## src/asc_pkg.sv

```systemverilog
/*
  Shared constants and types of the serial command port.
  Assumes one device clock domain; pins are resynchronised locally.
*/
// ==========================================================
// Serial command port package
package asc_pkg;
  localparam int unsigned BYTE_W = 8;
  localparam int unsigned CODE_HI = 7;
  localparam int unsigned CODE_LO = 4;
  localparam int unsigned INTEG_W = 16;
  localparam int unsigned FRAC_W = 5;
  localparam int unsigned CNT_W = 21;
  localparam int unsigned RES_W = 24;
  localparam int unsigned CFG_N = 5;
  localparam int unsigned AUX_W = 4;
  localparam logic [3:0] BITS_PER_BYTE = 4'h8;
  localparam logic [3:0] BITS_SAT = 4'hf;
  localparam logic [2:0] ZERO_RUN = 3'h4;
  // Pin vector positions inside the resynchroniser
  localparam int unsigned PIN_CS = 2;
  localparam int unsigned PIN_SK = 1;
  localparam int unsigned PIN_SI = 0;
  // Status byte layout
  localparam int unsigned STAT_DONE = 7;
  localparam int unsigned STAT_AUX_LO = 0;
  // Setup byte fields
  localparam int unsigned ATTEN_LO = 0;
  localparam int unsigned AUXO_LO = 4;
  localparam int unsigned MUX_LO = 0;
  localparam int unsigned GAIN_LO = 3;
  localparam int unsigned CJC_BIT = 6;
  // Read register indexes
  localparam logic [2:0] IDX_STATUS = 3'h0;
  localparam logic [2:0] IDX_RES_FIRST = 3'h1;
  localparam logic [2:0] IDX_RES_SECOND = 3'h2;
  localparam logic [2:0] IDX_RES_THIRD = 3'h3;
  // Write register indexes
  localparam logic [2:0] IDX_CNT_LOW = 3'h0;
  localparam logic [2:0] IDX_CNT_HIGH = 3'h1;
  localparam logic [2:0] IDX_ATTEN = 3'h2;
  localparam logic [2:0] IDX_MUX = 3'h3;
  localparam logic [2:0] IDX_EXC = 3'h4;

  typedef enum logic [3:0] {
    CMD_NOP = 4'h0, CMD_RD_STATUS = 4'h1, CMD_RD_FIRST = 4'h2,
    CMD_RD_SECOND = 4'h3, CMD_RD_THIRD = 4'h4, CMD_RD_ALL = 4'h5,
    CMD_WR_LOW = 4'h8, CMD_WR_HIGH = 4'h9, CMD_WR_COUNT = 4'ha,
    CMD_WR_ATTEN = 4'hb, CMD_WR_MUX = 4'hc, CMD_WR_EXC = 4'hd,
    CMD_WR_SETUP = 4'he, CMD_START = 4'hf
  } asc_cmd_t;

  typedef enum logic [2:0] {
    ST_CMD = 3'b001,
    ST_READ = 3'b010,
    ST_WRITE = 3'b100
  } asc_state_t;

  typedef struct packed {
    logic rd;
    logic wr;
    logic [2:0] idx;
    logic [1:0] cnt;
  } asc_plan_t;
endpackage : asc_pkg

```

## src/asc_byte_if.sv

```systemverilog
/*
  Byte hand-off between the pin shifter and the command core.
  Assumes both ends run on the device clock.
*/
// ==========================================================
// Byte carrier
interface asc_byte_if;
  logic rx_valid;
  logic [7:0] rx_byte;
  logic [7:0] tx_byte;
  logic tx_en;
  modport port (output rx_valid, rx_byte, input tx_byte, tx_en);
  modport core (input rx_valid, rx_byte, output tx_byte, tx_en);
endinterface : asc_byte_if

```

## src/asc_shifter.sv

```systemverilog
/*
  Pin-level byte shifter: resynchronises select, shift clock and
  data in, shifts bytes in and out. Assumes shift clock far slower
  than the device clock (several device cycles per level).
*/
module asc_shifter
  import asc_pkg::*;
(
  input wire logic clk_i,
  input wire logic rst_b_i,
  input wire logic cs_b_i,
  input wire logic sk_i,
  input wire logic si_i,
  asc_byte_if.port bus,
  output logic so_o,
  output logic so_oe_o
);
  typedef struct packed {
    logic [2:0] s0;
    logic [2:0] s1;
    logic [2:0] s2;
    logic [2:0] q;
    logic [3:0] bits;
    logic [7:0] rxsh;
    logic [7:0] txsh;
    logic so;
    logic oe;
    logic rx_valid;
    logic [7:0] rx_byte;
  } asc_shift_t;

  asc_shift_t r;
  asc_shift_t n;
  logic [2:0] agree;
  logic [2:0] q_nxt;

  // A pin level counts once the second and third stages agree
  assign agree = ~(r.s1 ^ r.s2);
  assign q_nxt = (r.s2 & agree) | (r.q & ~agree);

  always_comb begin
    n = r;
    n.s0 = {cs_b_i, sk_i, si_i};
    n.s1 = r.s0;
    n.s2 = r.s1;
    n.q = q_nxt;
    n.rx_valid = 1'b0;
    // byte framed by select
    if (r.q[PIN_CS] && !q_nxt[PIN_CS]) begin
      n.bits = 4'h0;
      n.txsh = bus.tx_byte;
      n.so = bus.tx_byte[BYTE_W-1];
      // drive only for reads
      n.oe = bus.tx_en;
    end else if (!r.q[PIN_CS] && q_nxt[PIN_CS]) begin
      n.oe = 1'b0;
      // Short or long frames are dropped whole
      if (r.bits == BITS_PER_BYTE) begin
        n.rx_valid = 1'b1;
        n.rx_byte = r.rxsh;
      end
    end else if (!r.q[PIN_CS]) begin
      // sample on rising edge
      if (!r.q[PIN_SK] && q_nxt[PIN_SK]) begin
        // most significant first
        n.rxsh = {r.rxsh[6:0], r.q[PIN_SI]};
        if (r.bits != BITS_SAT) begin
          n.bits = r.bits + 4'h1;
        end
      end
      // next bit after falling edge
      if (r.q[PIN_SK] && !q_nxt[PIN_SK]) begin
        n.txsh = {r.txsh[6:0], 1'b0};
        n.so = r.txsh[6];
      end
    end
  end

  always_ff @(posedge clk_i or negedge rst_b_i) begin
    if (!rst_b_i) begin
      r <= '{s0: 3'h7, s1: 3'h7, s2: 3'h7, q: 3'h7, default: '0};
    end else begin
      r <= n;
    end
  end

  assign bus.rx_valid = r.rx_valid;
  assign bus.rx_byte = r.rx_byte;
  assign so_o = r.so;
  assign so_oe_o = r.oe;
endmodule : asc_shifter

```

## src/asc_integrator.sv

```systemverilog
/*
  Integration timer and result accumulator of the converter.
  Assumes a one-bit charge-balance decision each device clock.
*/
module asc_integrator
  import asc_pkg::*;
(
  input wire logic clk_i,
  input wire logic rst_b_i,
  input wire logic start_i,
  input wire logic abort_i,
  input wire logic [INTEG_W-1:0] integ_i,
  input wire logic mod_bit_i,
  output logic busy_o,
  output logic done_o,
  output logic [RES_W-1:0] result_o
);
  typedef struct packed {
    logic busy;
    logic done;
    logic [CNT_W-1:0] cnt;
    logic [CNT_W-1:0] ones;
    logic [RES_W-1:0] res;
  } asc_integ_t;

  asc_integ_t r;
  asc_integ_t n;
  logic [CNT_W-1:0] period;
  logic [CNT_W-1:0] cnt_nxt;
  logic [CNT_W-1:0] ones_nxt;

  // value is top of 21-bit count
  assign period = {integ_i, {FRAC_W{1'b0}}};
  assign cnt_nxt = r.cnt + CNT_W'(1);
  assign ones_nxt = r.ones + CNT_W'(mod_bit_i);

  always_comb begin
    n = r;
    n.done = 1'b0;
    if (start_i) begin
      n.busy = 1'b1;
      n.cnt = '0;
      n.ones = '0;
    end else if (r.busy) begin
      if (abort_i) begin
        n.busy = 1'b0;
      end else begin
        n.cnt = cnt_nxt;
        n.ones = ones_nxt;
        // A zero count ends after a single cycle
        if (cnt_nxt >= period) begin
          n.busy = 1'b0;
          n.done = 1'b1;
          // full scale is half the cycles
          n.res = RES_W'(ones_nxt) - RES_W'(period >> 1);
        end
      end
    end
  end

  // reset ends any conversion
  always_ff @(posedge clk_i or negedge rst_b_i) begin
    if (!rst_b_i) begin
      r <= '0;
    end else begin
      r <= n;
    end
  end

  assign busy_o = r.busy;
  assign done_o = r.done;
  assign result_o = r.res;
endmodule : asc_integrator

```

## src/asc_serial_port.sv

```systemverilog
/*
  Serial command port of the integrating converter: command
  sequencer, setup bytes, status and result bytes, conversion
  control. Assumes the host is a byte-framing serial master and
  that the analog side supplies one decision bit per clock.
*/
// ==========================================================
// Operation
// Output floats except while returning read bytes
// Done pin copies status done bit
// Each byte framed by select low then high
// Sample on shift rise, host takes on fall
// Host keeps shift clock high at select edges
// First byte loads four-bit command code
// Reset leaves port expecting a command
// Unknown and spare codes do nothing
// Read codes: status, three results, all results
// Write codes: count, setup bytes, start
// Reset or four zero bytes restore command mode
// Two low setup bytes form integration count
// Third byte: attenuators and auxiliary outputs
// Fourth: mux, gain, junction bit; fifth: excitation
// Setup bytes hold values, undefined at power-up
// Setup write aborts running conversion, still latches
// Results are 24-bit signed; status holds inputs, done
// Results keep last completed conversion
// Host moves single byte right after command
// Multi-byte moves ascending, each byte framed
// Count is upper 16 of 21-bit timer
// Full scale is half the integration cycles
// Done low while converting, high when fresh
// Reset ends conversion and clears its control
// Reset leaves setup bytes untouched
// Bits travel most significant first
module asc_serial_port
  import asc_pkg::*;
(
  input wire logic clk_i,
  input wire logic rst_b_i,
  input wire logic cs_b_i,
  input wire logic shift_clock_i,
  input wire logic serial_in_i,
  output logic serial_out_o,
  output logic serial_out_oe_o,
  output logic conversion_done_o,
  output logic converting_o,
  input wire logic mod_bit_i,
  input wire logic [AUX_W-1:0] aux_in_i,
  output logic [AUX_W-1:0] aux_out_o,
  output logic [AUX_W-1:0] atten_en_o,
  output logic [2:0] mux_sel_o,
  output logic [2:0] gain_sel_o,
  output logic cjc_exc_o,
  output logic [7:0] exc_ctrl_o
);
  // ========================================================
  // State
  typedef struct packed {
    asc_state_t st;
    logic [2:0] idx;
    logic [1:0] left;
    logic [2:0] zeros;
    logic [7:0] tx_byte;
    logic tx_en;
    logic done;
    logic start;
    logic abort;
    logic [AUX_W-1:0] aux_s0;
    logic [AUX_W-1:0] aux_s1;
    logic [AUX_W-1:0] aux_s2;
    logic [AUX_W-1:0] aux_q;
  } asc_core_t;

  typedef logic [CFG_N-1:0][7:0] asc_cfg_t;

  asc_core_t r;
  asc_core_t n;
  asc_cfg_t cfg_r;
  asc_cfg_t cfg_nxt;
  asc_plan_t plan;
  asc_byte_if bus ();
  logic conv_busy;
  logic conv_done;
  logic [RES_W-1:0] result;
  logic [AUX_W-1:0] aux_agree;

  // ========================================================
  // Command decode
  // read code table
  // write code table
  function automatic asc_plan_t cmd_plan(input logic [3:0] code);
    asc_plan_t p;
    p = '0;
    case (asc_cmd_t'(code))
      CMD_RD_STATUS: begin
        p = '{rd: 1'b1, wr: 1'b0, idx: IDX_STATUS, cnt: 2'h1};
      end
      CMD_RD_FIRST: begin
        p = '{rd: 1'b1, wr: 1'b0, idx: IDX_RES_FIRST, cnt: 2'h1};
      end
      CMD_RD_SECOND: begin
        p = '{rd: 1'b1, wr: 1'b0, idx: IDX_RES_SECOND, cnt: 2'h1};
      end
      CMD_RD_THIRD: begin
        p = '{rd: 1'b1, wr: 1'b0, idx: IDX_RES_THIRD, cnt: 2'h1};
      end
      CMD_RD_ALL: begin
        p = '{rd: 1'b1, wr: 1'b0, idx: IDX_RES_FIRST, cnt: 2'h3};
      end
      CMD_WR_LOW: begin
        p = '{rd: 1'b0, wr: 1'b1, idx: IDX_CNT_LOW, cnt: 2'h1};
      end
      CMD_WR_HIGH: begin
        p = '{rd: 1'b0, wr: 1'b1, idx: IDX_CNT_HIGH, cnt: 2'h1};
      end
      CMD_WR_COUNT: begin
        p = '{rd: 1'b0, wr: 1'b1, idx: IDX_CNT_LOW, cnt: 2'h2};
      end
      CMD_WR_ATTEN: begin
        p = '{rd: 1'b0, wr: 1'b1, idx: IDX_ATTEN, cnt: 2'h1};
      end
      CMD_WR_MUX: begin
        p = '{rd: 1'b0, wr: 1'b1, idx: IDX_MUX, cnt: 2'h1};
      end
      CMD_WR_EXC: begin
        p = '{rd: 1'b0, wr: 1'b1, idx: IDX_EXC, cnt: 2'h1};
      end
      CMD_WR_SETUP: begin
        p = '{rd: 1'b0, wr: 1'b1, idx: IDX_ATTEN, cnt: 2'h3};
      end
      default: begin
        p = '0;
      end
    endcase
    return p;
  endfunction : cmd_plan

  // ========================================================
  // Read register select
  function automatic logic [7:0] rd_byte(
    input logic [2:0] idx,
    input logic done,
    input logic [AUX_W-1:0] aux,
    input logic [RES_W-1:0] res
  );
    logic [7:0] b;
    b = 8'h00;
    // status and result layout
    if (idx == IDX_STATUS) begin
      b[STAT_DONE] = done;
      b[STAT_AUX_LO +: AUX_W] = aux;
    end else if (idx == IDX_RES_FIRST) begin
      b = res[7:0];
    end else if (idx == IDX_RES_SECOND) begin
      b = res[15:8];
    end else if (idx == IDX_RES_THIRD) begin
      b = res[23:16];
    end
    return b;
  endfunction : rd_byte

  // ========================================================
  // Pin shifter and converter timer
  asc_shifter u_shifter (
    .clk_i(clk_i),
    .rst_b_i(rst_b_i),
    .cs_b_i(cs_b_i),
    .sk_i(shift_clock_i),
    .si_i(serial_in_i),
    .bus(bus.port),
    .so_o(serial_out_o),
    .so_oe_o(serial_out_oe_o)
  );

  // low byte is the first setup byte
  asc_integrator u_integrator (
    .clk_i(clk_i),
    .rst_b_i(rst_b_i),
    .start_i(r.start),
    .abort_i(r.abort),
    .integ_i({cfg_r[IDX_CNT_HIGH], cfg_r[IDX_CNT_LOW]}),
    .mod_bit_i(mod_bit_i),
    .busy_o(conv_busy),
    .done_o(conv_done),
    .result_o(result)
  );

  assign aux_agree = ~(r.aux_s1 ^ r.aux_s2);
  assign plan = cmd_plan(bus.rx_byte[CODE_HI:CODE_LO]);

  // ========================================================
  // Sequencer
  always_comb begin
    n = r;
    cfg_nxt = cfg_r;
    n.start = 1'b0;
    n.abort = 1'b0;
    n.aux_s0 = aux_in_i;
    n.aux_s1 = r.aux_s0;
    n.aux_s2 = r.aux_s1;
    n.aux_q = (r.aux_s2 & aux_agree) | (r.aux_q & ~aux_agree);

    if (bus.rx_valid) begin
      if (bus.rx_byte == 8'h00) begin
        n.zeros = r.zeros + 3'h1;
      end else begin
        n.zeros = 3'h0;
      end

      // four zero bytes resync
      if (bus.rx_byte == 8'h00 && r.zeros == ZERO_RUN - 3'h1) begin
        n.st = ST_CMD;
        n.tx_en = 1'b0;
        n.zeros = 3'h0;
      end else begin
        case (r.st)
          ST_CMD: begin
            // command byte selects sequence
            if (plan.rd) begin
              n.st = ST_READ;
              n.idx = plan.idx;
              n.left = plan.cnt;
              n.tx_byte = rd_byte(plan.idx, r.done, r.aux_q, result);
              n.tx_en = 1'b1;
            end else if (plan.wr) begin
              n.st = ST_WRITE;
              n.idx = plan.idx;
              n.left = plan.cnt;
            end else if (bus.rx_byte[CODE_HI:CODE_LO] == CMD_START) begin
              // done drops while converting
              n.start = 1'b1;
              n.done = 1'b0;
            end
            // other codes leave all state
          end
          ST_READ: begin
            // ascending, one frame each
            n.idx = r.idx + 3'h1;
            n.left = r.left - 2'h1;
            if (r.left == 2'h1) begin
              n.st = ST_CMD;
              n.tx_en = 1'b0;
            end else begin
              n.tx_byte = rd_byte(r.idx + 3'h1, r.done, r.aux_q, result);
            end
          end
          ST_WRITE: begin
            // latched until overwritten
            cfg_nxt[r.idx] = bus.rx_byte;
            // write aborts running conversion
            if (conv_busy || r.start) begin
              n.abort = 1'b1;
            end
            n.idx = r.idx + 3'h1;
            n.left = r.left - 2'h1;
            if (r.left == 2'h1) begin
              n.st = ST_CMD;
            end
          end
          default: begin
            n.st = ST_CMD;
            n.tx_en = 1'b0;
          end
        endcase
      end
    end

    // fresh result marks completion
    if (conv_done) begin
      n.done = 1'b1;
    end
  end

  // ========================================================
  // Registers
  // reset enters command mode
  // reset clears conversion control
  always_ff @(posedge clk_i or negedge rst_b_i) begin
    if (!rst_b_i) begin
      r <= '{st: ST_CMD, default: '0};
    end else begin
      r <= n;
    end
  end

  // setup bytes ignore reset
  always_ff @(posedge clk_i) begin
    cfg_r <= cfg_nxt;
  end

  // ========================================================
  // Outputs
  assign bus.tx_byte = r.tx_byte;
  assign bus.tx_en = r.tx_en;
  // pin mirrors status bit
  assign conversion_done_o = r.done;
  assign converting_o = conv_busy;
  // attenuators and auxiliary outputs
  assign atten_en_o = cfg_r[IDX_ATTEN][ATTEN_LO +: AUX_W];
  assign aux_out_o = cfg_r[IDX_ATTEN][AUXO_LO +: AUX_W];
  // mux, gain, junction, excitation
  assign mux_sel_o = cfg_r[IDX_MUX][MUX_LO +: 3];
  assign gain_sel_o = cfg_r[IDX_MUX][GAIN_LO +: 3];
  assign cjc_exc_o = cfg_r[IDX_MUX][CJC_BIT];
  assign exc_ctrl_o = cfg_r[IDX_EXC];
endmodule : asc_serial_port

```

## config.mk

```make
export PLATFORM = sky130hd
export DESIGN_NAME = asc_serial_port
export DESIGN_NICKNAME = d
export VERILOG_FILES = /design/src/asc_pkg.sv /design/src/asc_byte_if.sv /design/src/asc_shifter.sv /design/src/asc_integrator.sv /design/src/asc_serial_port.sv
export SDC_FILE = /design/constraint.sdc
export NUM_CORES = 1
export LEC_CHECK = 0
export BUFFER_PORTS_ARGS = -buffer_cell sky130_fd_sc_hd__buf_2
export CAP_MARGIN = 20
export CORE_AREA = 2 2 147 149
export CTS_CLUSTER_SIZE = 8
export DETAILED_ROUTE_END_ITERATION = 16
export DIE_AREA = 0 0 149 151
export PLACE_DENSITY_LB_ADDON = 0.2
export SETUP_SLACK_MARGIN = 0.4
export SYNTH_ARGS = -nofsm -noshare
export SYNTH_HDL_FRONTEND = slang
export SYNTH_SLANG_ARGS = --single-unit
```

## constraint.sdc

```tcl
create_clock -name clk_i -period 3.9 [get_ports clk_i]
set_clock_uncertainty 0.2 [all_clocks]
set_input_delay 0.78 -clock clk_i [delete_from_list [all_inputs] [get_ports clk_i]]
set_output_delay 0.78 -clock clk_i [all_outputs]
set_load 0.02 [all_outputs]
```

==> results.py <==
metrics = {
    "sta": {
        "tightestPinTransition_ns": 0.962,
        "timing.slew.headroom": 0.356,
        "fin_crit_ns": 3.35,
        "setup_viol": 0,
        "rsz0062_at_grt": "false",
        "slew_violations": 0,
        "max_freq_mhz": 298,
        "setup_tns_ns": 0,
        "finalHoldViolCount": 0,
        "post-route-period-util": 0.860,
    },
    "global_route": {
        "grt.busiest_layer": "met2",
        "overflow": 0,
        "grt_max_degree": 70,
        "grt_use_met3": 0.0352,
        "grtUsageTotal": 0.213,
        "grt_pass1_wl_um": 37600,
        "met1_usage": 0.292,
        "antenna_found_initial": 0,
        "use_met2": 0.345,
        "grt_pass1_vias": 7203,
    },
    "logic_synthesis": {
        "ys_seq_area_frac": 0.471,
        "yosysMostFrequentCell": "dfrtp_1",
        "synth_area_um2": 10300,
        "synth.avg_cell_area_um2": 10.1,
        "synth_compound_area_frac": 0.148,
        "synth-adder-area-share": 0.0659,
        "synth_warnings": 0,
        "synth_edf_count": 39,
        "synth_cell_types": 89,
        "yosys.area_share.xor_xnor": 0.0704,
        "synth_top_family_by_area": "simple AND/OR/NAND/NOR gates",
        "synthArstFlopShare": 0.790,
        "yosys.area_share.simple": 0.161,
        "synthCells": 1022,
        "yosys.area.top_type": "dfrtp_1",
        "netlist_top_cells_count": "dfrtp_1, nor2_1, a21oi_1",
        "synth_top_flop_cell": "dfrtp_1",
        "synth_area_leaders": "dfrtp_1, edfxtp_1, ha_1",
        "ys_ff_latch": 186,
        "syn_nets": 1081,
        "synth.area.mux_share": 0.0281,
        "synth_top_area_share": 0.325,
    },
    "flow_run": {
        "maxCapViolCount": 0,
    },
    "layout": {
        "area_growth_pct": 11.2,
        "nFillCells": 1864,
        "nNetsFinal": 1100,
        "layout-drive-gt1-share": 0.178,
        "antennaDiodeCount": 0,
        "post-route-util": 0.551,
    },
    "worst_setup_path": {
        "worstPathArrival_ns": 3.48,
        "path_cells": "buf_2 > ha_4 > nand3_4 > nor3_4 > buf_4 > and3_1 > nand2_1 > xnor2_1 > ha_2 > nand2_1 > a2111oi_2 > a211oi_4 > buf_4 > xnor2_1 > mux2_2",
        "reg2reg_slack_ns": 0.57,
        "crit_slowest_cell": "a2111oi_2",
        "path_max_fanout": 8,
        "slowest_delay_ns": 0.48,
        "critical_path_class": "input pin to flip-flop",
        "worst_ep_required_time_ns": 4.03,
        "reg2reg_depth": 13,
        "crit_path_end_kind": "flip-flop",
        "setup.worst_path.start_class": "input pin",
    },
    "clocking": {
        "clk_pin_slew_ns": 0.08,
        "ctsHoldBuffers": 0,
        "cts-root-buf": "clkbuf_16",
        "cts_buffers": 17,
        "cts_buffer_depth": 2,
        "cts_tree": "done",
        "clock_latency_ns": 0.44,
        "cts_num_sinks": 186,
        "htree_levels": 4,
    },
    "power_and_ir_drop": {
        "irDropWorstVdd_v": 0.000356,
        "p_leak_uw": 0.00502,
        "powerDensity_nw_per_um2": 344,
    },
    "placed_design": {
        "place_congestion": 0.916,
        "io_buffers": 36,
        "dpl.hpwl_um": 16400,
    },
    "hold_path": {
        "hold_class": "input pin to async pin",
    },
    "drt": {
        "dr.pass1.iters": 6,
        "via_count": 7476,
        "wl_um": 22900,
        "initialDrtViolationCount": 588,
        "final_antenna_net_count": 0,
        "post-route-drc-count": 0,
        "wl_per_cell_um": 17.2,
        "vias_per_cell": 5.63,
    },
    "floorplan": {
        "start_util": 0.496,
        "die_x_um": 149,
        "core_area_um2": 20800,
        "placement_rows": 53,
        "dieArea_um2": 22500,
        "die_h_um": 151,
        "io_pins": 37,
    },
    "run_status": {
        "outcome": "finished, final reports clean",
    },
}
timing repair:
item | 4_1_cts | 5_1_grt
gates cloned | 1 | 0
pin swaps | 1 | 6
setup buffers | 1 | 2
resized for setup | 2 | 19
setup endpoints to repair | 15 | 23
routing by layer:
| layer | vias to the layer above | wire [µm] |
|---|---|---|
| met2 | 124 | 10900 |
| met3 | 33 | 643 |
| met4 | 0 | 562 |
| met1 | 3651 | 10800 |
| li1 | 3668 | - |
| met5 | - | 0 |
path summary, 6_finish.rpt:
kind / startpoint / to
hold reg to reg: n[8] / n[4]
setup reg to reg: u_integrator.r[30] / u_integrator.result_o[16]
hold / removal: rst_b_i / u_shifter.r[30]
min in group clk_i: n[8] / n[4]
max in group asynchronous: rst_b_i / u_shifter.r[34]
setup / recovery: mod_bit_i / u_integrator.result_o[16]
logic make-up after synthesis:
group / Yosys count
xor gates and xnor gates: 80
adders and majority gates: 55
muxes: 26
AOI/OAI and AO/OA: 239
buffers and inverters: 112
and+or+nand+nor: 324
DFF: 186
where the power goes:
| group | total, µW | internal, µW | switching (µW) |
|---|---|---|---|
| Clock | 1700 | 858 | 841 |
| Combinational | 162 | 64.8 | 97.7 |
| Sequential | 2090 | 2050 | 40.1 |
| Total | 3950 | 2970 | 979 |
final cells by class:
cell class              count  area [µm²]  area share
clock buffers              18         429      0.0374
clock inverters            14         148      0.0129
inverters                  49         184      0.0160
multi-input cells         724        5060       0.441
flip-flops and latches    186        4870       0.424
well taps                 275         344      0.0300
repair buffers             63         439      0.0383
through the flow:
| stage | power, µW | setup WS, ns | hold slack (ns) | cell area (µm²) | cells |
|---|---|---|---|---|---|
| final | 3950 | 0.546 | 0.126 | 11500 | 1329 |
| after global routing | 4100 | 0.388 | 0.165 | 11500 | 1329 |
| after CTS | 3990 | 0.407 | 0.158 | 11400 | 1327 |
| after detailed placement | 2300 | 0.00111 | 0.140 | 10800 | 1293 |
| after global placement | 2290 | 0.0395 | 0.136 | 10800 | 1293 |
| after floorplan | 2210 | 0.402 | 0.131 | 10400 | 1022 |
cells in the final DEF, fill, tap and decap left out, types with 7 or more instances in the layout:
cell type  instances
a21o_1             7
a21oi_1           73
a22oi_1            9
a31oi_1            8
and3_1            14
buf_2             35
buf_4             24
clkbuf_16         17
dfrtp_1          131
dfstp_2           13
edfxtp_1          39
ha_1              44
inv_1             48
mux2_2            24
nand2_1           70
nand3_1           26
nand3b_1           7
nand4_1           13
nor2_1            96
nor2b_1           11
nor3_1            23
o211ai_1           9
o21a_1             8
o21ai_0           57
o21ai_2            7
or3_1             11
xnor2_1           32
xor2_1            46
worst max-delay path: cells and delay by family:
family	cells	cell delay (ns)
buffers and inverters	3	0.42
muxes	1	0.26
xor gates and xnor gates	2	0.26
and+or+nand+nor	5	0.59
AOI/OAI and AO/OA	2	0.59
adders and majority gates	2	0.58
registers in the layout, indices dropped and copies added (netlist names), named ones only:
| register | flops |
|---|---|
| u_integrator.r | 42 |
| r | 17 |
| u_shifter.so_oe_o | 1 |
| u_shifter.bus.rx_byte | 8 |
| exc_ctrl_o | 8 |
| gain_sel_o | 3 |
| n | 8 |
| bus.tx_byte | 8 |
| u_shifter.bus.rx_valid | 1 |
| atten_en_o | 4 |
| u_shifter.r | 24 |
| u_integrator.busy_o | 1 |
| conversion_done_o | 1 |
| aux_out_o | 4 |
| mux_sel_o | 3 |
| u_integrator.done_o | 1 |
| bus.tx_en | 1 |
| cjc_exc_o | 1 |
| u_integrator.result_o | 22 |
| u_shifter.n | 6 |
| u_shifter.so_o | 1 |
| cfg_r | 16 |
No activity file was read; power rests on OpenSTA's default activity.
